===== config.mk =====
export PLATFORM = sky130hd
export DESIGN_NAME = instr_decoder
export DESIGN_NICKNAME = d
export VERILOG_FILES = /design/src/decoder_pkg.sv /design/src/alu_unit.sv /design/src/instr_decoder.sv
export SDC_FILE = /design/constraint.sdc
export NUM_CORES = 2
export LEC_CHECK = 0
export ABC_AREA = 0
export BUFFER_PORTS_ARGS = -buffer_cell sky130_fd_sc_hd__clkbuf_2
export CAP_MARGIN = 20
export CORE_MARGIN = 3
export CORE_UTILIZATION = 55
export CTS_BUF_LIST = sky130_fd_sc_hd__clkbuf_8 sky130_fd_sc_hd__clkbuf_16
export DETAILED_ROUTE_END_ITERATION = 7
export GPL_TIMING_DRIVEN = 0
export MAX_ROUTING_LAYER = met4
export PLACE_DENSITY = 0.74
export SYNTH_ARGS = -nofsm -noshare
export SYNTH_HDL_FRONTEND = slang
export SYNTH_SLANG_ARGS = --single-unit

===== constraint.sdc =====
create_clock -name sys_clk -period 5.3 [get_ports sys_clk]
set_input_delay 1.06 -clock sys_clk [delete_from_list [all_inputs] [get_ports sys_clk]]
set_output_delay 1.06 -clock sys_clk [all_outputs]
set_load 0.02 [all_outputs]

===== src/decoder_pkg.sv =====
// Shared constants, types and carriers for the 14-bit instruction decoder.
// Assumes a single core clock and a classic Wishbone register port.
package decoder_pkg;

	// ----------------------------------------------------------------
	// Instruction word fields
	// ----------------------------------------------------------------
	localparam int unsigned IW         = 14;
	localparam logic [1:0]  GRP_BYTE   = 2'h0;
	localparam logic [1:0]  GRP_BIT    = 2'h1;
	localparam logic [1:0]  GRP_CTRL   = 2'h2;
	localparam logic [1:0]  GRP_LIT    = 2'h3;

	// Byte group opcodes, bits 11:8.
	localparam logic [3:0]  OP_STORE   = 4'h0;
	localparam logic [3:0]  OP_CLEAR   = 4'h1;
	localparam logic [3:0]  OP_SUB     = 4'h2;
	localparam logic [3:0]  OP_DEC     = 4'h3;
	localparam logic [3:0]  OP_OR      = 4'h4;
	localparam logic [3:0]  OP_AND     = 4'h5;
	localparam logic [3:0]  OP_XOR     = 4'h6;
	localparam logic [3:0]  OP_ADD     = 4'h7;
	localparam logic [3:0]  OP_MOVE    = 4'h8;
	localparam logic [3:0]  OP_COMP    = 4'h9;
	localparam logic [3:0]  OP_INC     = 4'hA;
	localparam logic [3:0]  OP_DECSKIP = 4'hB;
	localparam logic [3:0]  OP_RRC     = 4'hC;
	localparam logic [3:0]  OP_RLC     = 4'hD;
	localparam logic [3:0]  OP_SWAP    = 4'hE;
	localparam logic [3:0]  OP_INCSKIP = 4'hF;

	// Bit group opcodes, bits 11:10.
	localparam logic [1:0]  BOP_CLR    = 2'h0;
	localparam logic [1:0]  BOP_SET    = 2'h1;
	localparam logic [1:0]  BOP_TSTCLR = 2'h2;
	localparam logic [1:0]  BOP_TSTSET = 2'h3;

	// Literal group opcodes, bits 11:8 with don't-care bits stripped.
	localparam logic [1:0]  LOP_MOVE   = 2'h0;
	localparam logic [1:0]  LOP_RETURN = 2'h1;
	localparam logic [2:0]  LOP_SUB    = 3'h6;
	localparam logic [2:0]  LOP_ADD    = 3'h7;
	localparam logic [3:0]  LOP_OR     = 4'h8;
	localparam logic [3:0]  LOP_AND    = 4'h9;
	localparam logic [3:0]  LOP_XOR    = 4'hA;

	// Fixed codes in the low seven bits under opcode 0000 with bit 7 clear.
	localparam logic [6:0]  FIX_SLEEP  = 7'h63;
	localparam logic [6:0]  FIX_WDT    = 7'h64;
	localparam logic [6:0]  FIX_RET    = 7'h08;
	localparam logic [6:0]  FIX_RETI   = 7'h09;
	localparam logic [4:0]  FIX_IDLE   = 5'h00;

	// ----------------------------------------------------------------
	// File addresses with side effects
	// ----------------------------------------------------------------
	localparam logic [6:0]  TIMER_ADDR = 7'h01;
	localparam logic [6:0]  PORT_ADDR  = 7'h06;

	// ----------------------------------------------------------------
	// Register map and reset values
	// ----------------------------------------------------------------
	localparam logic [3:0]  REG_CTRL   = 4'h0;
	localparam logic [3:0]  REG_STATUS = 4'h4;
	localparam logic [3:0]  REG_ACC    = 4'h8;
	localparam logic [3:0]  REG_INSTR  = 4'hC;
	localparam logic        RUN_RESET  = 1'b1;
	localparam int unsigned RUN_BIT    = 0;

	// ----------------------------------------------------------------
	// Types
	// ----------------------------------------------------------------
	// Gray-coded oscillator phases; four of them make one instruction cycle.
	typedef enum logic [1:0] {
		PH_Q1 = 2'b00,
		PH_Q2 = 2'b01,
		PH_Q3 = 2'b11,
		PH_Q4 = 2'b10
	} phase_t;

	typedef enum logic [3:0] {
		ALU_PASS_A, ALU_PASS_B, ALU_ZERO, ALU_ADD, ALU_SUB, ALU_AND, ALU_OR,
		ALU_XOR, ALU_COM, ALU_INC, ALU_DEC, ALU_RLC, ALU_RRC, ALU_SWAP,
		ALU_BCLR, ALU_BSET
	} alu_op_t;

	typedef struct packed {
		logic [7:0] result;
		logic       carry;
		logic       dcarry;
		logic       zero;
	} alu_out_t;

	typedef struct packed {
		logic       cyc;
		logic       stb;
		logic       we;
		logic [3:0] adr;
		logic [3:0] sel;
		logic [31:0] dat;
	} wb_req_t;

	typedef struct packed {
		logic        ack;
		logic [31:0] dat;
	} wb_rsp_t;

	typedef struct packed {
		logic        pc_load;
		logic [10:0] pc_target;
		logic        stack_push;
		logic        stack_pop;
		logic        watchdog_clear;
		logic        prescaler_clear;
		logic        second_cycle;
	} core_ctl_t;

	typedef struct packed {
		phase_t            ph;
		logic [IW-1:0]     ir;
		logic              flush;
		logic              run;
		logic              sleeping;
		logic              carry;
		logic              digit_carry_flag;
		logic              zero;
		logic              timeout_status;
		logic              powerdown_status;
		logic [7:0]        acc;
		logic [127:0][7:0] file;
		core_ctl_t         ctl;
		wb_rsp_t           rsp;
	} core_state_t;

endpackage


===== src/alu_unit.sv =====
// Eight-bit arithmetic and logic unit of the decoder core.
// Purely combinational; the caller registers whatever it keeps.
`timescale 1ns/1ps
module alu_unit (
	// Operation and operands
	input  decoder_pkg::alu_op_t  op,
	input  wire logic [7:0]       acc,
	input  wire logic [7:0]       operand,
	input  wire logic             carry_in,
	input  wire logic [2:0]       bit_sel,
	// Result and flags
	output decoder_pkg::alu_out_t res
);
	import decoder_pkg::*;

	logic [8:0] sum;
	logic [4:0] nib;
	logic [7:0] mask;

	always_comb begin
		sum        = 9'h000;
		nib        = 5'h00;
		mask       = 8'h01 << bit_sel;
		res.result = operand;
		res.carry  = carry_in;
		res.dcarry = 1'b0;
		case (op)
			ALU_PASS_A: res.result = acc;
			ALU_PASS_B: res.result = operand;
			ALU_ZERO:   res.result = 8'h00;
			ALU_ADD: begin
				sum        = {1'b0, acc} + {1'b0, operand};
				nib        = {1'b0, acc[3:0]} + {1'b0, operand[3:0]};
				res.result = sum[7:0];
				res.carry  = sum[8];
				res.dcarry = nib[4];
			end
			// Carry set means no borrow, as the two's complement add gives it.
			ALU_SUB: begin
				sum        = {1'b0, operand} + {1'b0, ~acc} + 9'h001;
				nib        = {1'b0, operand[3:0]} + {1'b0, ~acc[3:0]} + 5'h01;
				res.result = sum[7:0];
				res.carry  = sum[8];
				res.dcarry = nib[4];
			end
			ALU_AND:  res.result = acc & operand;
			ALU_OR:   res.result = acc | operand;
			ALU_XOR:  res.result = acc ^ operand;
			ALU_COM:  res.result = ~operand;
			ALU_INC:  res.result = operand + 8'h01;
			ALU_DEC:  res.result = operand - 8'h01;
			ALU_RLC: begin
				res.result = {operand[6:0], carry_in};
				res.carry  = operand[7];
			end
			ALU_RRC: begin
				res.result = {carry_in, operand[7:1]};
				res.carry  = operand[0];
			end
			ALU_SWAP: res.result = {operand[3:0], operand[7:4]};
			ALU_BCLR: res.result = operand & ~mask;
			ALU_BSET: res.result = operand | mask;
			default:  res.result = operand;
		endcase
		res.zero = (res.result == 8'h00);
	end

endmodule // alu_unit


===== src/instr_decoder.sv =====
// Decode and execute unit for 14-bit instruction words, with Wishbone status port.
// Assumes program memory presents the fetched word during phase Q1 of each cycle.
`timescale 1ns/1ps
module instr_decoder (
	// Clock and reset
	input  wire logic              sys_clk,
	input  wire logic              reset_n,
	// Program memory
	input  wire logic [13:0]       instr_word,
	// Pins and timer
	input  wire logic [7:0]        port_pins,
	input  wire logic              prescaler_on_timer,
	input  wire logic              wake_event,
	// Core control outputs
	output decoder_pkg::core_ctl_t ctl,
	output logic [7:0]             port_out,
	output logic                   sleep_mode,
	output logic                   timeout_status,
	output logic                   powerdown_status,
	// Wishbone slave
	input  decoder_pkg::wb_req_t   wb_req,
	output decoder_pkg::wb_rsp_t   wb_rsp
);
	import decoder_pkg::*;

	core_state_t s_r;
	core_state_t s_nxt;

	// ----------------------------------------------------------------
	// Decode of the held instruction word
	// ----------------------------------------------------------------
	logic [1:0]  grp;
	logic [3:0]  opc;
	logic        dbit;
	logic [6:0]  fadr;
	logic [2:0]  bsel;
	logic [7:0]  lit;
	logic [7:0]  operand;
	alu_op_t     aop;
	alu_out_t    alu;
	logic        wr_acc, wr_file, upd_c, upd_digit, upd_z;
	logic        skip_zero, skip_clr, skip_set, branch, push, pop;
	logic        is_sleep, is_wdt, commit, skip_take, two_cycle, bus_take;

	assign grp  = s_r.ir[13:12];
	assign opc  = s_r.ir[11:8];
	assign dbit = s_r.ir[7];
	assign fadr = s_r.ir[6:0];
	assign bsel = s_r.ir[9:7];
	assign lit  = s_r.ir[7:0];
	// Read-modify-write of the port sees the pins, not the latch.
	assign operand = (fadr == PORT_ADDR) ? port_pins : s_r.file[fadr];

	always_comb begin
		aop = ALU_PASS_B;
		{wr_acc, wr_file, upd_c, upd_digit, upd_z} = 5'h00;
		{skip_zero, skip_clr, skip_set, branch, push, pop} = 6'h00;
		{is_sleep, is_wdt} = 2'h0;
		case (grp)
			GRP_BYTE: begin
				wr_acc  = !dbit;
				wr_file = dbit;
				upd_z   = 1'b1;
				case (opc)
					OP_STORE: begin
						aop     = ALU_PASS_A;
						upd_z   = 1'b0;
						wr_acc  = 1'b0;
						wr_file = dbit;
						if (!dbit) begin
							wr_file  = 1'b0;
							is_sleep = (fadr == FIX_SLEEP);
							is_wdt   = (fadr == FIX_WDT);
							pop      = (fadr == FIX_RET) || (fadr == FIX_RETI);
							branch   = pop;
						end
					end
					OP_CLEAR: aop = ALU_ZERO;
					OP_SUB: begin
						aop = ALU_SUB;
						{upd_c, upd_digit} = 2'h3;
					end
					OP_DEC:  aop = ALU_DEC;
					OP_OR:   aop = ALU_OR;
					OP_AND:  aop = ALU_AND;
					OP_XOR:  aop = ALU_XOR;
					OP_ADD: begin
						aop = ALU_ADD;
						{upd_c, upd_digit} = 2'h3;
					end
					OP_MOVE: aop = ALU_PASS_B;
					OP_COMP: aop = ALU_COM;
					OP_INC:  aop = ALU_INC;
					OP_DECSKIP: begin
						aop       = ALU_DEC;
						upd_z     = 1'b0;
						skip_zero = 1'b1;
					end
					OP_RRC: begin
						aop   = ALU_RRC;
						upd_z = 1'b0;
						upd_c = 1'b1;
					end
					OP_RLC: begin
						aop   = ALU_RLC;
						upd_z = 1'b0;
						upd_c = 1'b1;
					end
					OP_SWAP: begin
						aop   = ALU_SWAP;
						upd_z = 1'b0;
					end
					default: begin
						aop       = ALU_INC;
						upd_z     = 1'b0;
						skip_zero = 1'b1;
					end
				endcase
			end
			GRP_BIT: begin
				case (opc[3:2])
					BOP_CLR: begin
						aop     = ALU_BCLR;
						wr_file = 1'b1;
					end
					BOP_SET: begin
						aop     = ALU_BSET;
						wr_file = 1'b1;
					end
					BOP_TSTCLR: skip_clr = 1'b1;
					default:    skip_set = 1'b1;
				endcase
			end
			GRP_CTRL: begin
				branch = 1'b1;
				push   = !opc[3];
			end
			default: begin
				wr_acc = 1'b1;
				upd_z  = 1'b1;
				if (opc[3:2] == LOP_MOVE) begin
					upd_z = 1'b0;
				end else if (opc[3:2] == LOP_RETURN) begin
					upd_z  = 1'b0;
					pop    = 1'b1;
					branch = 1'b1;
				end else if (opc[3:1] == LOP_ADD) begin
					aop = ALU_ADD;
					{upd_c, upd_digit} = 2'h3;
				end else if (opc[3:1] == LOP_SUB) begin
					aop = ALU_SUB;
					{upd_c, upd_digit} = 2'h3;
				end else if (opc == LOP_OR) begin
					aop = ALU_OR;
				end else if (opc == LOP_AND) begin
					aop = ALU_AND;
				end else if (opc == LOP_XOR) begin
					aop = ALU_XOR;
				end
			end
		endcase
	end

	alu_unit u_alu (
		.op       (aop),
		.acc      (s_r.acc),
		.operand  ((grp == GRP_LIT) ? lit : operand),
		.carry_in (s_r.carry),
		.bit_sel  (bsel),
		.res      (alu)
	);

	// ----------------------------------------------------------------
	// Sequencing, execution and register port
	// ----------------------------------------------------------------
	assign commit    = (s_r.ph == PH_Q4) && s_r.run && !s_r.sleeping && !s_r.flush;
	assign skip_take = (skip_zero && alu.zero) || (skip_clr && !operand[bsel])
		|| (skip_set && operand[bsel]);
	assign two_cycle = branch || skip_take;
	assign bus_take  = wb_req.cyc && wb_req.stb && !s_r.rsp.ack;

	always_comb begin
		s_nxt     = s_r;
		s_nxt.ctl = '0;
		// The phase counter runs even while asleep so wake-up lands on a clean Q1.
		case (s_r.ph)
			PH_Q1:   s_nxt.ph = PH_Q2;
			PH_Q2:   s_nxt.ph = PH_Q3;
			PH_Q3:   s_nxt.ph = PH_Q4;
			default: s_nxt.ph = PH_Q1;
		endcase
		if (s_r.ph == PH_Q1) begin
			s_nxt.ir = instr_word;
		end
		// The cycle after a branch or true test only retires the flush.
		if (s_r.ph == PH_Q4 && s_r.flush) begin
			s_nxt.flush            = 1'b0;
			s_nxt.ctl.second_cycle = 1'b1;
		end
		if (commit) begin
			if (wr_acc) begin
				s_nxt.acc = (grp == GRP_LIT && opc[3:2] <= LOP_RETURN) ? lit : alu.result;
			end
			if (wr_file) begin
				s_nxt.file[fadr] = alu.result;
				s_nxt.ctl.prescaler_clear = (fadr == TIMER_ADDR) && prescaler_on_timer;
			end
			if (upd_c) begin
				s_nxt.carry = alu.carry;
			end
			if (upd_digit) begin
				s_nxt.digit_carry_flag = alu.dcarry;
			end
			if (upd_z) begin
				s_nxt.zero = alu.zero;
			end
			s_nxt.flush          = two_cycle;
			s_nxt.ctl.pc_load    = (grp == GRP_CTRL);
			s_nxt.ctl.pc_target  = s_r.ir[10:0];
			s_nxt.ctl.stack_push = push;
			s_nxt.ctl.stack_pop  = pop;
			if (is_sleep) begin
				s_nxt.sleeping         = 1'b1;
				s_nxt.timeout_status   = 1'b1;
				s_nxt.powerdown_status = 1'b0;
			end
			if (is_wdt) begin
				s_nxt.ctl.watchdog_clear = 1'b1;
				s_nxt.timeout_status     = 1'b1;
				s_nxt.powerdown_status   = 1'b1;
			end
		end
		if (wake_event) begin
			s_nxt.sleeping = 1'b0;
		end
		s_nxt.rsp.ack = bus_take;
		s_nxt.rsp.dat = 32'h0000_0000;
		if (wb_req.cyc && wb_req.stb && s_r.rsp.ack && wb_req.we
			&& wb_req.adr == REG_CTRL && wb_req.sel[0]) begin
			s_nxt.run = wb_req.dat[RUN_BIT];
		end
		if (bus_take && !wb_req.we) begin
			if (wb_req.adr == REG_CTRL) begin
				s_nxt.rsp.dat[RUN_BIT] = s_r.run;
			end else if (wb_req.adr == REG_STATUS) begin
				s_nxt.rsp.dat[5:0] = {s_r.sleeping, s_r.powerdown_status, s_r.timeout_status,
					s_r.zero, s_r.digit_carry_flag, s_r.carry};
			end else if (wb_req.adr == REG_ACC) begin
				s_nxt.rsp.dat[7:0] = s_r.acc;
			end else if (wb_req.adr == REG_INSTR) begin
				s_nxt.rsp.dat[13:0] = s_r.ir;
			end
		end
	end

	always_ff @(posedge sys_clk or negedge reset_n) begin
		if (!reset_n) begin
			s_r                  <= '0;
			s_r.ph               <= PH_Q1;
			s_r.run              <= RUN_RESET;
			s_r.timeout_status   <= 1'b1;
			s_r.powerdown_status <= 1'b1;
		end else begin
			s_r <= s_nxt;
		end
	end

	assign ctl              = s_r.ctl;
	assign port_out         = s_r.file[PORT_ADDR];
	assign sleep_mode       = s_r.sleeping;
	assign timeout_status   = s_r.timeout_status;
	assign powerdown_status = s_r.powerdown_status;
	assign wb_rsp           = s_r.rsp;
endmodule // instr_decoder


==> impl_metrics.tcl <==
set metrics [dict create \
    htree_num_levels 3 \
    ant_nets 0 \
    holdBufCountCts 0 \
    number_of_instances_in_the_synthesized_netlist 4966 \
    timing.critical_path.to_type "flop" \
    share_seq_of_total_power_pct 40.7 \
    crit-reg2reg-launch "fadr[0]" \
    worst_ep_arrival_time_ns 6.94 \
    finalClockSkew_ns 0.0467 \
    filler_cell_count 6873 \
    most_frequent_cell_after_synthesis "sky130_fd_sc_hd__nand2_1" \
    ctsRootBufferMaster "sky130_fd_sc_hd__clkbuf_16" \
    synth_cell_types 107 \
    leakage_dissipation_nw 28.6 \
    drv_cap 0 \
    hold_viol_final 0 \
    dieArea_mm2 0.0982 \
    route.detailed.wl_per_inst_um 31.6 \
    switching_power_mw 6.09 \
    worst_setup_hold_path_clk_slew_ns 0.06 \
    power_switching_share_pct 29.7 \
    final_design_area_no_fill_mm2 0.0629 \
    cts_max_path_buffers 3 \
    final-seq-area_mm2 0.0272 \
    worstSetupStartpoint "fadr[0]" \
    cts_inserted_buffers 111 \
    grt_overflow_total 0 \
    tritoncts "yes" \
    drive_gt1_share_pct 24.2 \
    final_period_minus_worst_setup_slack_ns 6.33 \
    worst_skew_pair.late_latency_ns 0.74 \
    track_usage_pct 44.4 \
    irDropWorstVdd_mv 0.291 \
    ios 130 \
    cell_class_contributing_the_biggest_share_of_worst_path_delay "buffers and inverters" \
    globalplace.congestion 1.05 \
    comb_power_share_pct 19.1 \
    cp_slowest_cell "sky130_fd_sc_hd__a2111o_1" \
    clkSinkCount 1087 \
    drt-initial-drc-count 6512 \
    first_global_vias 43500 \
    cp_max_fo 10 \
    synth_seq_cells 1087 \
    drt_first_pass_iters 8 \
    syn-cell-area_mm2 0.0520 \
    clock.fmax_mhz 158 \
    rsz0062_at_grt "true" \
    grt_start_max_net_pins 114 \
    post-dp-hpwl_um 142000 \
    worst-r2r-setup-slack_ns -1.03 \
    power.density_mw_per_mm2 326 \
    timing.setup.critical_path_class "reg2reg" \
    ys_warn_count 0 \
    timing.critical_path.from_type "flop" \
    worst_path_largest_cell_delay_ns 0.43 \
    crit_path_frequent_cell "sky130_fd_sc_hd__buf_12" \
    worst-r2r-cell-count 29 \
    buffer_and_inverter_count_on_the_worst_path 12 \
    timing.final.setup_violations 952 \
    pwr-share-clk_pct 40.3 \
    ys_async_sr_fraction_pct 100 \
    ys_top_cells_by_area "sky130_fd_sc_hd__dfrtp_1, sky130_fd_sc_hd__mux4_2, sky130_fd_sc_hd__nand2_1, sky130_fd_sc_hd__o21ai_0, sky130_fd_sc_hd__mux2_2" \
    multi_input_area_mm2 0.0232 \
    final_critical_path_setup_slack_ns -1.03 \
    finalMaxSlewViolations 0 \
    fin_util_pct 67.3 \
    timing.critical_path.depth 29 \
    ys.flop_type "sky130_fd_sc_hd__dfrtp_1" \
    synth_area_leader_cell "sky130_fd_sc_hd__dfrtp_1" \
    standard_cell_area_after_detailed_placement_mm2 0.0544 \
    first_pass_grt_wire_length_um 304000 \
    detail_route.wirelength_um 212000 \
    yosys-top-cells-count "sky130_fd_sc_hd__nand2_1, sky130_fd_sc_hd__dfrtp_1, sky130_fd_sc_hd__o21ai_0" \
    p_int_mw 14.4 \
    die_h_um 313 \
    nets 5449 \
    period_share_pct 119 \
    worst-endpoint-required_ns 5.91 \
    relSlewSlack_pct 20.1 \
    synth_edf_count 0 \
    worst_margin_slew_ns 1.19 \
    placementRows 112 \
    antenna_found_initial 12 \
    layout-area-overhead-vs-synth_pct 21.0 \
    floorplan.initialDensity_pct 55.6 \
    hp-class "in2async" \
    die_width_um 313 \
    routed_via_density 6.66 \
    port_buffers 74 \
    outcome "finished, violations left" \
    failed_checks "DRC, setup timing" \
    route.vias.total 44700 \
    synth_top_cell_area_share_pct 52.2 \
    drc 9 \
    synth.yosys.seq_area_share_pct 52.3 \
    synthesis.area_per_instance_um2 10.5 \
    core-area_mm2 0.0935 \
]
[final cells by class]
cell class,instances,area share (%)
diodes,15,0.0597
plain buffers,459,6.65
clock buffers,141,5.09
clock inverters,66,0.999
inverters,42,0.267
multi-input cells,3393,36.9
flip-flops and latches,1087,43.3
well taps,1254,2.50
repair buffers,261,4.22
[worst min path at each step]
stage | slack (ns) | cells past startpoint | start | end
2_1_floorplan | 0.42 | 1 | s_r[1105] | s_r[1104]
3_3_place_gp | 0.43 | 1 | s_r[1105] | s_r[1104]
3_5_place_dp | 0.44 | 1 | s_r[1105] | s_r[1104]
4_1_cts | 0.35 | 1 | reset_n | async pin
5_1_grt | 0.35 | 1 | reset_n | async pin
6_report | 0.33 | 1 | reset_n | async pin
[worst register-to-register path: cells and delay by family (launching register included)]
family                   cells  cell delay, ns
AO/OA/AOI/OAI                9            2.12
XOR/XNOR                     1            0.14
adder cells (fa/ha/maj)      1            0.23
buffers and inverters       12            2.28
flip-flops                   1            0.35
multiplexers                 1            0.27
AND/OR/NAND/NOR              5            0.82
[routing by layer]
layer | vias up | GRT usage (%) | wire, um
li1 | 18300 | - | -
met1 | 22000 | 52.7 | 71900
met2 | 3482 | 60.9 | 88200
met3 | 1043 | 18.5 | 32000
met4 | 0 | 31.7 | 20200
met5 | - | - | 0
[what timing repair did]
action,4_1_cts,5_1_grt
pin swaps,156,40
resized for setup,688,99
cloned,18,0
setup buffers,112,37
endpoints found under the setup margin,1036,971
[logic make-up (layout without fill, tap and decap cells)]
family	count (synthesis)	after routing	share of synthesized area, %
buffers and inverters	503	969	5.46
xor gates and xnor gates	7	7	0.118
adders and majority gates	25	25	0.631
DFF	1087	1087	52.3
AOI/OAI and AO/OA	1277	1277	14.0
and+or+nand+nor	1559	1559	12.5
muxes	506	506	15.0
other	2	34	0.0144
[placed cells by master (no fill, tap or decap), types with 19 or more instances in the layout]
master                      synthesis  layout
sky130_fd_sc_hd__clkbuf_1         240     214
sky130_fd_sc_hd__nor3_1            31      28
sky130_fd_sc_hd__nor2_1           157     150
sky130_fd_sc_hd__clkbuf_2          17      93
sky130_fd_sc_hd__conb_1             2      19
sky130_fd_sc_hd__buf_16             0      55
sky130_fd_sc_hd__o21ai_0          707     583
sky130_fd_sc_hd__nor2b_1           27      25
sky130_fd_sc_hd__o21ai_1          240     260
sky130_fd_sc_hd__clkbuf_16          0     131
sky130_fd_sc_hd__o21ai_2            6     107
sky130_fd_sc_hd__inv_1             38      60
sky130_fd_sc_hd__mux2_2           149     149
sky130_fd_sc_hd__a21oi_1           77      67
sky130_fd_sc_hd__mux2i_1          154     131
sky130_fd_sc_hd__buf_12             1      60
sky130_fd_sc_hd__mux4_2           201     201
sky130_fd_sc_hd__nand2_1         1172    1166
sky130_fd_sc_hd__dfrtp_1         1085    1083
sky130_fd_sc_hd__buf_6             65      46
sky130_fd_sc_hd__a22oi_1           34      32
sky130_fd_sc_hd__clkbuf_8           0      34
sky130_fd_sc_hd__nand3_1           35      33
sky130_fd_sc_hd__buf_4             84     186
[power by group through the flow]
stage                     registers, mW  logic (mW)  clock network (mW)
after floorplan                    8.48        1.39                   0
after global placement             8.51        2.65                   0
after detailed placement           8.49        2.68                   0
after CTS                          8.34        3.60                8.20
after global routing               8.33        3.94                8.56
final                              8.34        3.91                8.25
[through the flow]
step           hold slack (ns)  power, mW  TNS (ns)  std cells  setup slack [ns]
2_1_floorplan            0.417       9.86         0       4983            0.0276
3_3_place_gp             0.430       11.2         -       6311            -23.19
3_5_place_dp             0.441       11.2  -2874.11       6329             -3.66
4_1_cts                  0.346       20.1   -465.11       6664            -0.756
5_1_grt                  0.353       20.8   -635.13       6714             -1.04
6_report                 0.326       20.5   -651.98       6718             -1.03
Power figures use the tool's default switching activity.
